<file path="src/fasm_regs.svh">
// constants for the flash address and sector map block
`ifndef FASM_REGS_SVH
`define FASM_REGS_SVH
`define FASM_ADDR3_BYTES    3'h3
`define FASM_ADDR4_BYTES    3'h4
`define FASM_PARAM_SEC_BITS 12
`define FASM_BIG_SEC_BITS   18
`define FASM_PARAM_COUNT    10'h008
`define FASM_BIG_COUNT      10'h200
`define FASM_ARRAY_TOP      32'h07FFFFFF
`define FASM_TOP_BIG_BASE   32'h07FC0000
`define FASM_TOP_PARAM_BASE 32'h07FF8000
`define FASM_BOT_PARAM_END  32'h00007FFF
`define FASM_BOT_BIG_END    32'h0003FFFF
`define FASM_TOP_MID_IDX    10'h1FF
`define FASM_BOT_MID_IDX    10'h008
`define FASM_TOP_PARAM_IDX  10'h200
`define FASM_BOT_BIG_OFS    10'h008
`endif

</file>
<file path="src/fasm_pkg.sv">
// types for the flash address and sector map block
package fasm_pkg;
  typedef enum logic [1:0] {FASM_DIE_UNIFORM, FASM_DIE_BOTTOM, FASM_DIE_TOP, FASM_DIE_BAD} fasm_die_cfg_t;
  typedef enum logic [1:0] {FASM_MAP_UNIFORM, FASM_MAP_BOTTOM, FASM_MAP_TOP, FASM_MAP_NONE} fasm_map_t;
  typedef struct packed {
    logic        valid;
    logic        four_byte_cmd;
    logic        main_array;
    logic [31:0] addr;
  } fasm_req_t;
  typedef struct packed {
    logic        valid;
    logic        in_range;
    logic [9:0]  sector_index;
    logic [31:0] sector_base;
    logic [31:0] sector_end;
  } fasm_sect_t;
endpackage

</file>
<file path="src/fasm_addr_map.sv">
// address width control and sector map lookup
// Functional notes
// - with extended mode off, legacy commands take three address bytes.
// - volatile extended mode bit makes legacy commands take four address bytes.
// - four-byte commands always take four address bytes.
// - extended mode bit clears at reset, then loads from non-volatile default on the first clock after reset.
// - other address spaces still receive full width address for the mode.
// - main array erase sectors are 256 KB except parameter sectors and the 224 KB sector.
// - low die allows bottom or uniform, high die top or uniform.
// - only bottom, top or uniform overall maps are supported.
// - bottom map: eight 4 KB, one 224 KB, then 511 of 256 KB.
// - top map: 511 of 256 KB, one 224 KB, eight 4 KB at top.
// - uniform map: 512 sectors of 256 KB across 128 MB.
// - each 4 KB sector is aligned on its low twelve bits.
`timescale 1ns/1ps
`include "fasm_regs.svh"
module fasm_addr_map
  import fasm_pkg::*;
(
  input  wire logic                    clock,
  input  wire logic                    arst_n,
  input  wire logic                    nv_ext_addr_default,
  input  wire logic                    ext_addr_wr,
  input  wire logic                    ext_addr_wdata,
  input  wire fasm_pkg::fasm_die_cfg_t low_die_cfg,
  input  wire fasm_pkg::fasm_die_cfg_t high_die_cfg,
  input  wire fasm_pkg::fasm_req_t     req,
  output logic                         ext_addr_mode,
  output logic [2:0]                   addr_bytes,
  output fasm_pkg::fasm_map_t          active_map,
  output logic                         map_error,
  output fasm_pkg::fasm_sect_t         sect_out,
  output logic                         sect_in_main
);
  import fasm_pkg::*;

  logic                ext_q;
  logic                ext_d;
  logic                loaded_q;
  logic                loaded_d;
  logic [2:0]          bytes_q;
  logic [2:0]          bytes_d;
  fasm_map_t           map_q;
  fasm_map_t           map_d;
  logic                err_q;
  logic                err_d;
  fasm_sect_t          sect_q;
  fasm_sect_t          sect_d;
  logic                main_q;
  logic                main_d;
  fasm_sect_t          dec;
  logic [31:0]         eff_addr;

  function automatic fasm_map_t combine(input fasm_die_cfg_t lo, input fasm_die_cfg_t hi);
    fasm_map_t m;
    m = FASM_MAP_NONE;
    if (lo == FASM_DIE_UNIFORM && hi == FASM_DIE_UNIFORM)
      m = FASM_MAP_UNIFORM;
    else if (lo == FASM_DIE_BOTTOM && hi == FASM_DIE_UNIFORM)
      m = FASM_MAP_BOTTOM;
    else if (lo == FASM_DIE_UNIFORM && hi == FASM_DIE_TOP)
      m = FASM_MAP_TOP;
    return m;
  endfunction

  function automatic logic [2:0] width_of(input logic four_cmd, input logic ext);
    return (four_cmd || ext) ? `FASM_ADDR4_BYTES : `FASM_ADDR3_BYTES;
  endfunction

  // extended mode state and address width
  always_comb
  begin
    loaded_d = 1'b1;
    ext_d    = ext_q;
    if (!loaded_q)
      ext_d = nv_ext_addr_default;
    else if (ext_addr_wr)
      ext_d = ext_addr_wdata;
    bytes_d = width_of(1'b0, ext_d);
    if (req.valid)
      bytes_d = width_of(req.four_byte_cmd, ext_q);
  end

  always_ff @(posedge clock or negedge arst_n)
  begin
    if (!arst_n)
    begin
      ext_q    <= 1'b0;
      loaded_q <= 1'b0;
      bytes_q  <= `FASM_ADDR3_BYTES;
    end
    else
    begin
      ext_q    <= ext_d;
      loaded_q <= loaded_d;
      bytes_q  <= bytes_d;
    end
  end

  // die configuration check
  always_comb
  begin
    map_d = combine(low_die_cfg, high_die_cfg);
    err_d = (map_d == FASM_MAP_NONE);
  end

  always_ff @(posedge clock or negedge arst_n)
  begin
    if (!arst_n)
    begin
      map_q <= FASM_MAP_UNIFORM;
      err_q <= 1'b0;
    end
    else
    begin
      map_q <= map_d;
      err_q <= err_d;
    end
  end

  // address masking and sector lookup
  always_comb
  begin
    eff_addr = req.addr;
    if (!(req.four_byte_cmd || ext_q))
      eff_addr = {8'h00, req.addr[23:0]};
  end

  fasm_sector_decode u_dec
  (
    .map  (map_q),
    .addr (eff_addr),
    .sect (dec)
  );

  always_comb
  begin
    sect_d = sect_q;
    main_d = main_q;
    if (req.valid)
    begin
      sect_d       = dec;
      sect_d.valid = dec.valid && req.main_array;
      main_d       = req.main_array;
    end
  end

  always_ff @(posedge clock or negedge arst_n)
  begin
    if (!arst_n)
    begin
      sect_q <= '0;
      main_q <= 1'b0;
    end
    else
    begin
      sect_q <= sect_d;
      main_q <= main_d;
    end
  end

  assign ext_addr_mode = ext_q;
  assign addr_bytes    = bytes_q;
  assign active_map    = map_q;
  assign map_error     = err_q;
  assign sect_out      = sect_q;
  assign sect_in_main  = main_q;

  // checks
  ext_load_a: assert property (@(posedge clock) disable iff (!arst_n)
    $rose(loaded_q) |-> ext_q == $past(nv_ext_addr_default)) else $error("ext mode not loaded");
  four_cmd_a: assert property (@(posedge clock) disable iff (!arst_n)
    req.valid && req.four_byte_cmd |=> addr_bytes == 3'h4) else $error("four byte cmd width");
  legacy3_a: assert property (@(posedge clock) disable iff (!arst_n)
    req.valid && !req.four_byte_cmd && !ext_q |=> addr_bytes == 3'h3) else $error("legacy width");
  legacy4_a: assert property (@(posedge clock) disable iff (!arst_n)
    req.valid && !req.four_byte_cmd && ext_q |=> addr_bytes == 3'h4) else $error("ext width");
  die_combo_a: assert property (@(posedge clock) disable iff (!arst_n)
    low_die_cfg != FASM_DIE_UNIFORM && high_die_cfg != FASM_DIE_UNIFORM |=> map_error) else $error("bad die combo");
  map_err_a: assert property (@(posedge clock) disable iff (!arst_n)
    map_error |-> active_map == FASM_MAP_NONE) else $error("map error");
  param_align_a: assert property (@(posedge clock) disable iff (!arst_n)
    sect_out.valid && sect_out.sector_end - sect_out.sector_base == 32'h00000FFF
    |-> sect_out.sector_base[11:0] == 12'h000) else $error("param align");
  bot_param_a: assert property (@(posedge clock) disable iff (!arst_n)
    req.valid && req.main_array && map_q == FASM_MAP_BOTTOM && eff_addr <= 32'h00007FFF
    |=> sect_out.sector_index == {7'h00, $past(eff_addr[14:12])}) else $error("bottom param idx");
  top_mid_a: assert property (@(posedge clock) disable iff (!arst_n)
    req.valid && req.main_array && map_q == FASM_MAP_TOP && eff_addr >= 32'h07FC0000 && eff_addr < 32'h07FF8000
    |=> sect_out.sector_index == 10'h1FF) else $error("top mid idx");
  uni_idx_a: assert property (@(posedge clock) disable iff (!arst_n)
    req.valid && req.main_array && map_q == FASM_MAP_UNIFORM
    |=> sect_out.sector_index == $past(eff_addr[27:18])) else $error("uniform idx");
  big_size_a: assert property (@(posedge clock) disable iff (!arst_n)
    req.valid && req.main_array && map_q == FASM_MAP_UNIFORM
    |=> sect_out.sector_end - sect_out.sector_base == 32'h0003FFFF) else $error("sector size");
  main_flag_a: assert property (@(posedge clock) disable iff (!arst_n)
    req.valid |=> sect_in_main == $past(req.main_array)) else $error("space flag");
endmodule

</file>
<file path="src/fasm_sector_decode.sv">
// sector decoder: byte address to sector index and bounds
`timescale 1ns/1ps
`include "fasm_regs.svh"
module fasm_sector_decode
  import fasm_pkg::*;
(
  input  wire fasm_pkg::fasm_map_t  map,
  input  wire logic [31:0]          addr,
  output fasm_pkg::fasm_sect_t      sect
);
  logic [31:0] big_base;
  logic [31:0] prm_base;
  logic [9:0]  big_idx;
  logic [9:0]  prm_idx;

  always_comb
  begin
    big_base = {addr[31:`FASM_BIG_SEC_BITS], 18'h00000};
    prm_base = {addr[31:`FASM_PARAM_SEC_BITS], 12'h000};
    big_idx  = addr[27:18];
    prm_idx  = {7'h00, addr[14:12]};
    sect.valid        = (map != FASM_MAP_NONE);
    sect.in_range     = (addr <= `FASM_ARRAY_TOP);
    sect.sector_index = big_idx;
    sect.sector_base  = big_base;
    sect.sector_end   = big_base | 32'h0003FFFF;
    case (map)
      FASM_MAP_BOTTOM:
      begin
        if (addr <= `FASM_BOT_PARAM_END)
        begin
          sect.sector_index = prm_idx;
          sect.sector_base  = prm_base;
          sect.sector_end   = prm_base | 32'h00000FFF;
        end
        else if (addr <= `FASM_BOT_BIG_END)
        begin
          sect.sector_index = `FASM_BOT_MID_IDX;
          sect.sector_base  = 32'h00008000;
          sect.sector_end   = `FASM_BOT_BIG_END;
        end
        else
          sect.sector_index = big_idx + `FASM_BOT_BIG_OFS;
      end
      FASM_MAP_TOP:
      begin
        if (addr >= `FASM_TOP_PARAM_BASE && addr <= `FASM_ARRAY_TOP)
        begin
          sect.sector_index = `FASM_TOP_PARAM_IDX + prm_idx;
          sect.sector_base  = prm_base;
          sect.sector_end   = prm_base | 32'h00000FFF;
        end
        else if (addr >= `FASM_TOP_BIG_BASE && addr <= `FASM_ARRAY_TOP)
        begin
          sect.sector_index = `FASM_TOP_MID_IDX;
          sect.sector_base  = `FASM_TOP_BIG_BASE;
          sect.sector_end   = `FASM_TOP_PARAM_BASE - 32'h00000001;
        end
      end
      FASM_MAP_UNIFORM:
        sect.sector_index = big_idx;
      default:
        sect.sector_index = 10'h000;
    endcase
  end
endmodule

</file>
<file path="config.mk">
export PLATFORM = sky130hd
export DESIGN_NAME = fasm_addr_map
export DESIGN_NICKNAME = d
export VERILOG_FILES = /design/src/fasm_pkg.sv /design/src/fasm_addr_map.sv /design/src/fasm_sector_decode.sv
export VERILOG_INCLUDE_DIRS = /design/src /design/src/src
export SDC_FILE = /design/constraint.sdc
export NUM_CORES = 1
export LEC_CHECK = 0
export CAP_MARGIN = 20
export CORE_ASPECT_RATIO = 0.6
export CORE_UTILIZATION = 68
export CTS_CLUSTER_DIAMETER = 100
export DETAILED_ROUTE_END_ITERATION = 10
export DONT_BUFFER_PORTS = 1
export GPL_ROUTABILITY_DRIVEN = 1
export PLACE_DENSITY = 0.86
export SYNTH_ARGS = -nofsm -noshare
export SYNTH_HDL_FRONTEND = slang
export SYNTH_SLANG_ARGS = --single-unit
export TNS_END_PERCENT = 10
</file>
<file path="constraint.sdc">
create_clock -name clock -period 2.79 [get_ports clock]
set_input_delay 0.279 -clock clock [delete_from_list [all_inputs] [get_ports clock]]
set_output_delay 0.279 -clock clock [all_outputs]
set_load 0.01 [all_outputs]
</file>
==> run summary <==
Status: completed
Largest net degree at the start of global routing: 48
Longest Clk Path Bufs: 2
Critical path capture point type: flop
Worst hold-check path type: input pin to flop
DRC viols: 0
DP Worst Slack: 0.496 ns
Fmax: 453 MHz
Multi-input logic area: 1120 um^2
Register area: 1180 um^2
Vias: 1988
Synth Area in Adders: 0.0287
GR Util met3: 0.137
Antenna violations before repair: 0
Final min period: 2.21 ns
Share of post-route cells with drive strength above 1: 0.0823
Worst setup SP type: flop
Number of flops mapped to enable cells by yosys: 0
Synth unique cells: 52
Total Wirelength: 6050 um
Placed cell count: 280
FILL cells: 311
Sequential share of the synthesized area: 0.450
Antenna viol nets, final: 0
P&R area growth vs syn: -2.68%
GRT Util Overall: 0.320
Mux contribution to synthesized area: 0.00383
Total gr overflow: 0
Async set or reset register ratio after synthesis: 1.00
Worst slew margin: 0.274
Routed len/inst: 20.9 um
Cell area after placement: 2410 um^2
Mapped Area: 2620 um^2
Worst VDD drop: 0.393 mV
Clk_skew: 0.00392 ns
Final GP Congestion: 0.967
Setup TNS: 0 ns
Met2 global-route usage: 0.430
Post-DP HPWL: 4430 um
Die Wd: 82.1 um
Resize count post-CTS: 0
Max Cap Violations: 0
Largest family of logic cells by synthesized area: compound AO/OA/AOI/OAI gates
Starting DRC count in detailed routing: 212
Mean Syn Cell Area: 9.76 um^2
Fin area: 2540 um^2
CTS Root Cell: clkbuf_8
CTS Sinks: 47
XOR/XNOR Fraction of Synth Area: 0.00670
Final Hold Violating Endpoints: 0
First-pass GRT wire length: 9450 um
Tcrit/Tclk final: 0.791
Predominant post-synthesis flop cell: dfrtp_1
Setup violations, final: 0
Fin Hold WS: 0.0547 ns
Port Buffer Count: 0
Total CTS buffers: 5
Die ar.: 4110 um^2
Starting Density: 0.711
CTS tree: built
Post-Synthesis Cells: 268
Core Footprint: 3680 um^2
PD cells: 551 nW/um^2
M1 GR Usage: 0.459
Critical Path RT: 3.03 ns
Crit path DAT: 2.45 ns
Setup CP Type: flop to flop
Row cnt: 17
Die Y: 50.0 um
Postcts setup bufs: 0
Busiest grt layer: met1
Clk_lat worst skew: 0.30 ns
DR pass1 iterations: 4
Register bit count reported by yosys: 47
Detailed-route vias per instance: 6.86
Final std cells w/o fill: 290
Final nets: 292
Vias in the first global route: 1905
Clock edge transition at the registers on the reported setup and hold paths: 0.08 ns
CTS H-tree lvls: 2
PnR worst setup slack: 0.584 ns
Post-synthesis compound-gate area fraction: 0.212
LEAKAGE: 1.06 nW
Tightest Pin Transition: 1.09 ns
Ports: 128
Critical path fanouts, max: 10
Post-synthesis simple-gate area fraction: 0.157
Yosys Warn Count: 0
RSZ-0062 raised after global routing: no
Number of slew-limit violations in the final report: 0
Number of diodes: 0
## cell usage after synthesis, types with 3 or more instances
cell type	instances	area, um^2
dfrtp_1	46	1150
buf_4	38	285
nand2_1	25	93.8
o21ai_0	19	95.1
a22o_1	12	105
nor2_1	12	45.0
clkbuf_1	10	37.5
inv_1	10	37.5
nand3_1	7	35.0
a21oi_1	6	30.0
ha_1	6	75.1
nor4_1	5	31.3
a32oi_1	4	35.0
nand3b_1	4	30.0
nand4_1	4	25.0
nor3_1	4	20.0
o2bb2ai_1	4	35.0
a32o_1	3	30.0
nor2b_1	3	18.8
or3_1	3	18.8
## final timing paths
path | from | to | slack [ns] | depth (start not counted)
worst max-delay path | active_map[0]$_DFF_PN0_ | sect_out[63]$_DFFE_PN0P_ | 0.58 | 6
min in group asynchronous | arst_n | sect_out[63]$_DFFE_PN0P_ | 0.48 | 2
worst min-delay path | req[34] | sect_out[15]$_DFFE_PN0P_ | 0.05 | 1
max in group asynchronous | arst_n | addr_bytes[1]$_DFF_PN1_ | 2.03 | 2
worst max register to register | active_map[0]$_DFF_PN0_ | sect_out[63]$_DFFE_PN0P_ | 0.58 | 6
worst min register to register | loaded_q$_DFF_PN0_ | ext_addr_mode$_DFF_PN0_ | 0.54 | 2
## what timing repair did
item | 4_1_cts | 5_1_grt
endpoints found under the hold margin | 47 | 0
setup endpoints to repair | 0 | 0
hold buffers | 2 | 0
## kinds of logic (layout without fill, tap and decap cells)
kind of cell / after synthesis / count (layout)
AO/OA/AOI/OAI: 73 / 73
adder cells (fa/ha/maj): 6 / 6
buffers and inverters: 58 / 22
other: 2 / 13
XOR/XNOR: 2 / 2
AND/OR/NAND/NOR: 79 / 79
multiplexers: 1 / 1
flip-flops: 47 / 47
## worst max-delay path, stage by stage, from the launching register on
cell and delay [ns]:
dfrtp_1 0.47, inv_1 0.11, ha_1 0.36, a21boi_0 0.39
inv_1 0.07, a31oi_1 0.52, a22o_1 0.22
## area by class of cell
type,instances,area share
sequential,47,0.463
timing repair buffer,4,0.0206
multi-input combinational,174,0.440
tap,47,0.0231
clock buffer,8,0.0393
inverter,10,0.0147
## per-stage QoR
step / power (mW) / util
global route: 1.46 / 0.692
CTS: 1.41 / 0.692
detailed placement: 0.949 / 0.654
floorplan: 0.962 / -
finish: 1.40 / 0.692
global placement: 0.944 / 0.654
## flip-flops by register name (all words and copies together) (netlist names)
register	cells
sect_in_main	1
loaded_q	1
ext_addr_mode	1
active_map	2
sect_out	39
addr_bytes	2
map_error	1
## per-layer routing
layer / vias to the layer above / part of all wire
met4: 0 / 0.012
met2: 145 / 0.43
li1: 869 / -
met3: 9 / 0.12
met1: 965 / 0.44
met5: - / 0
## cell usage in the layout, fill, tap and decap left out, types with 3 or more instances in the layout
| cell type | synthesis | routed |
|---|---|---|
| dfrtp_1 | 46 | 46 |
| nand2_1 | 25 | 25 |
| o21ai_0 | 19 | 19 |
| conb_1 | 2 | 13 |
| nor2_1 | 12 | 12 |
| a22o_1 | 12 | 12 |
| inv_1 | 10 | 10 |
| nand3_1 | 7 | 7 |
| clkbuf_8 | 0 | 7 |
| a21oi_1 | 6 | 6 |
| ha_1 | 6 | 6 |
| nor4_1 | 5 | 5 |
| nor3_1 | 4 | 4 |
| nand3b_1 | 4 | 4 |
| nand4_1 | 4 | 4 |
| a32oi_1 | 4 | 4 |
| o2bb2ai_1 | 4 | 4 |
| or3_1 | 3 | 3 |
| nor2b_1 | 3 | 3 |
| a32o_1 | 3 | 3 |
## report_power, final
part / leakage, nW / internal, mW / switching (mW) / total, mW
registers: 0.577 / 0.727 / 0.0757 / 0.803
clock network: 0.0515 / 0.226 / 0.220 / 0.447
logic: 0.428 / 0.0611 / 0.0921 / 0.153
No activity file was read; power rests on OpenSTA's default activity.
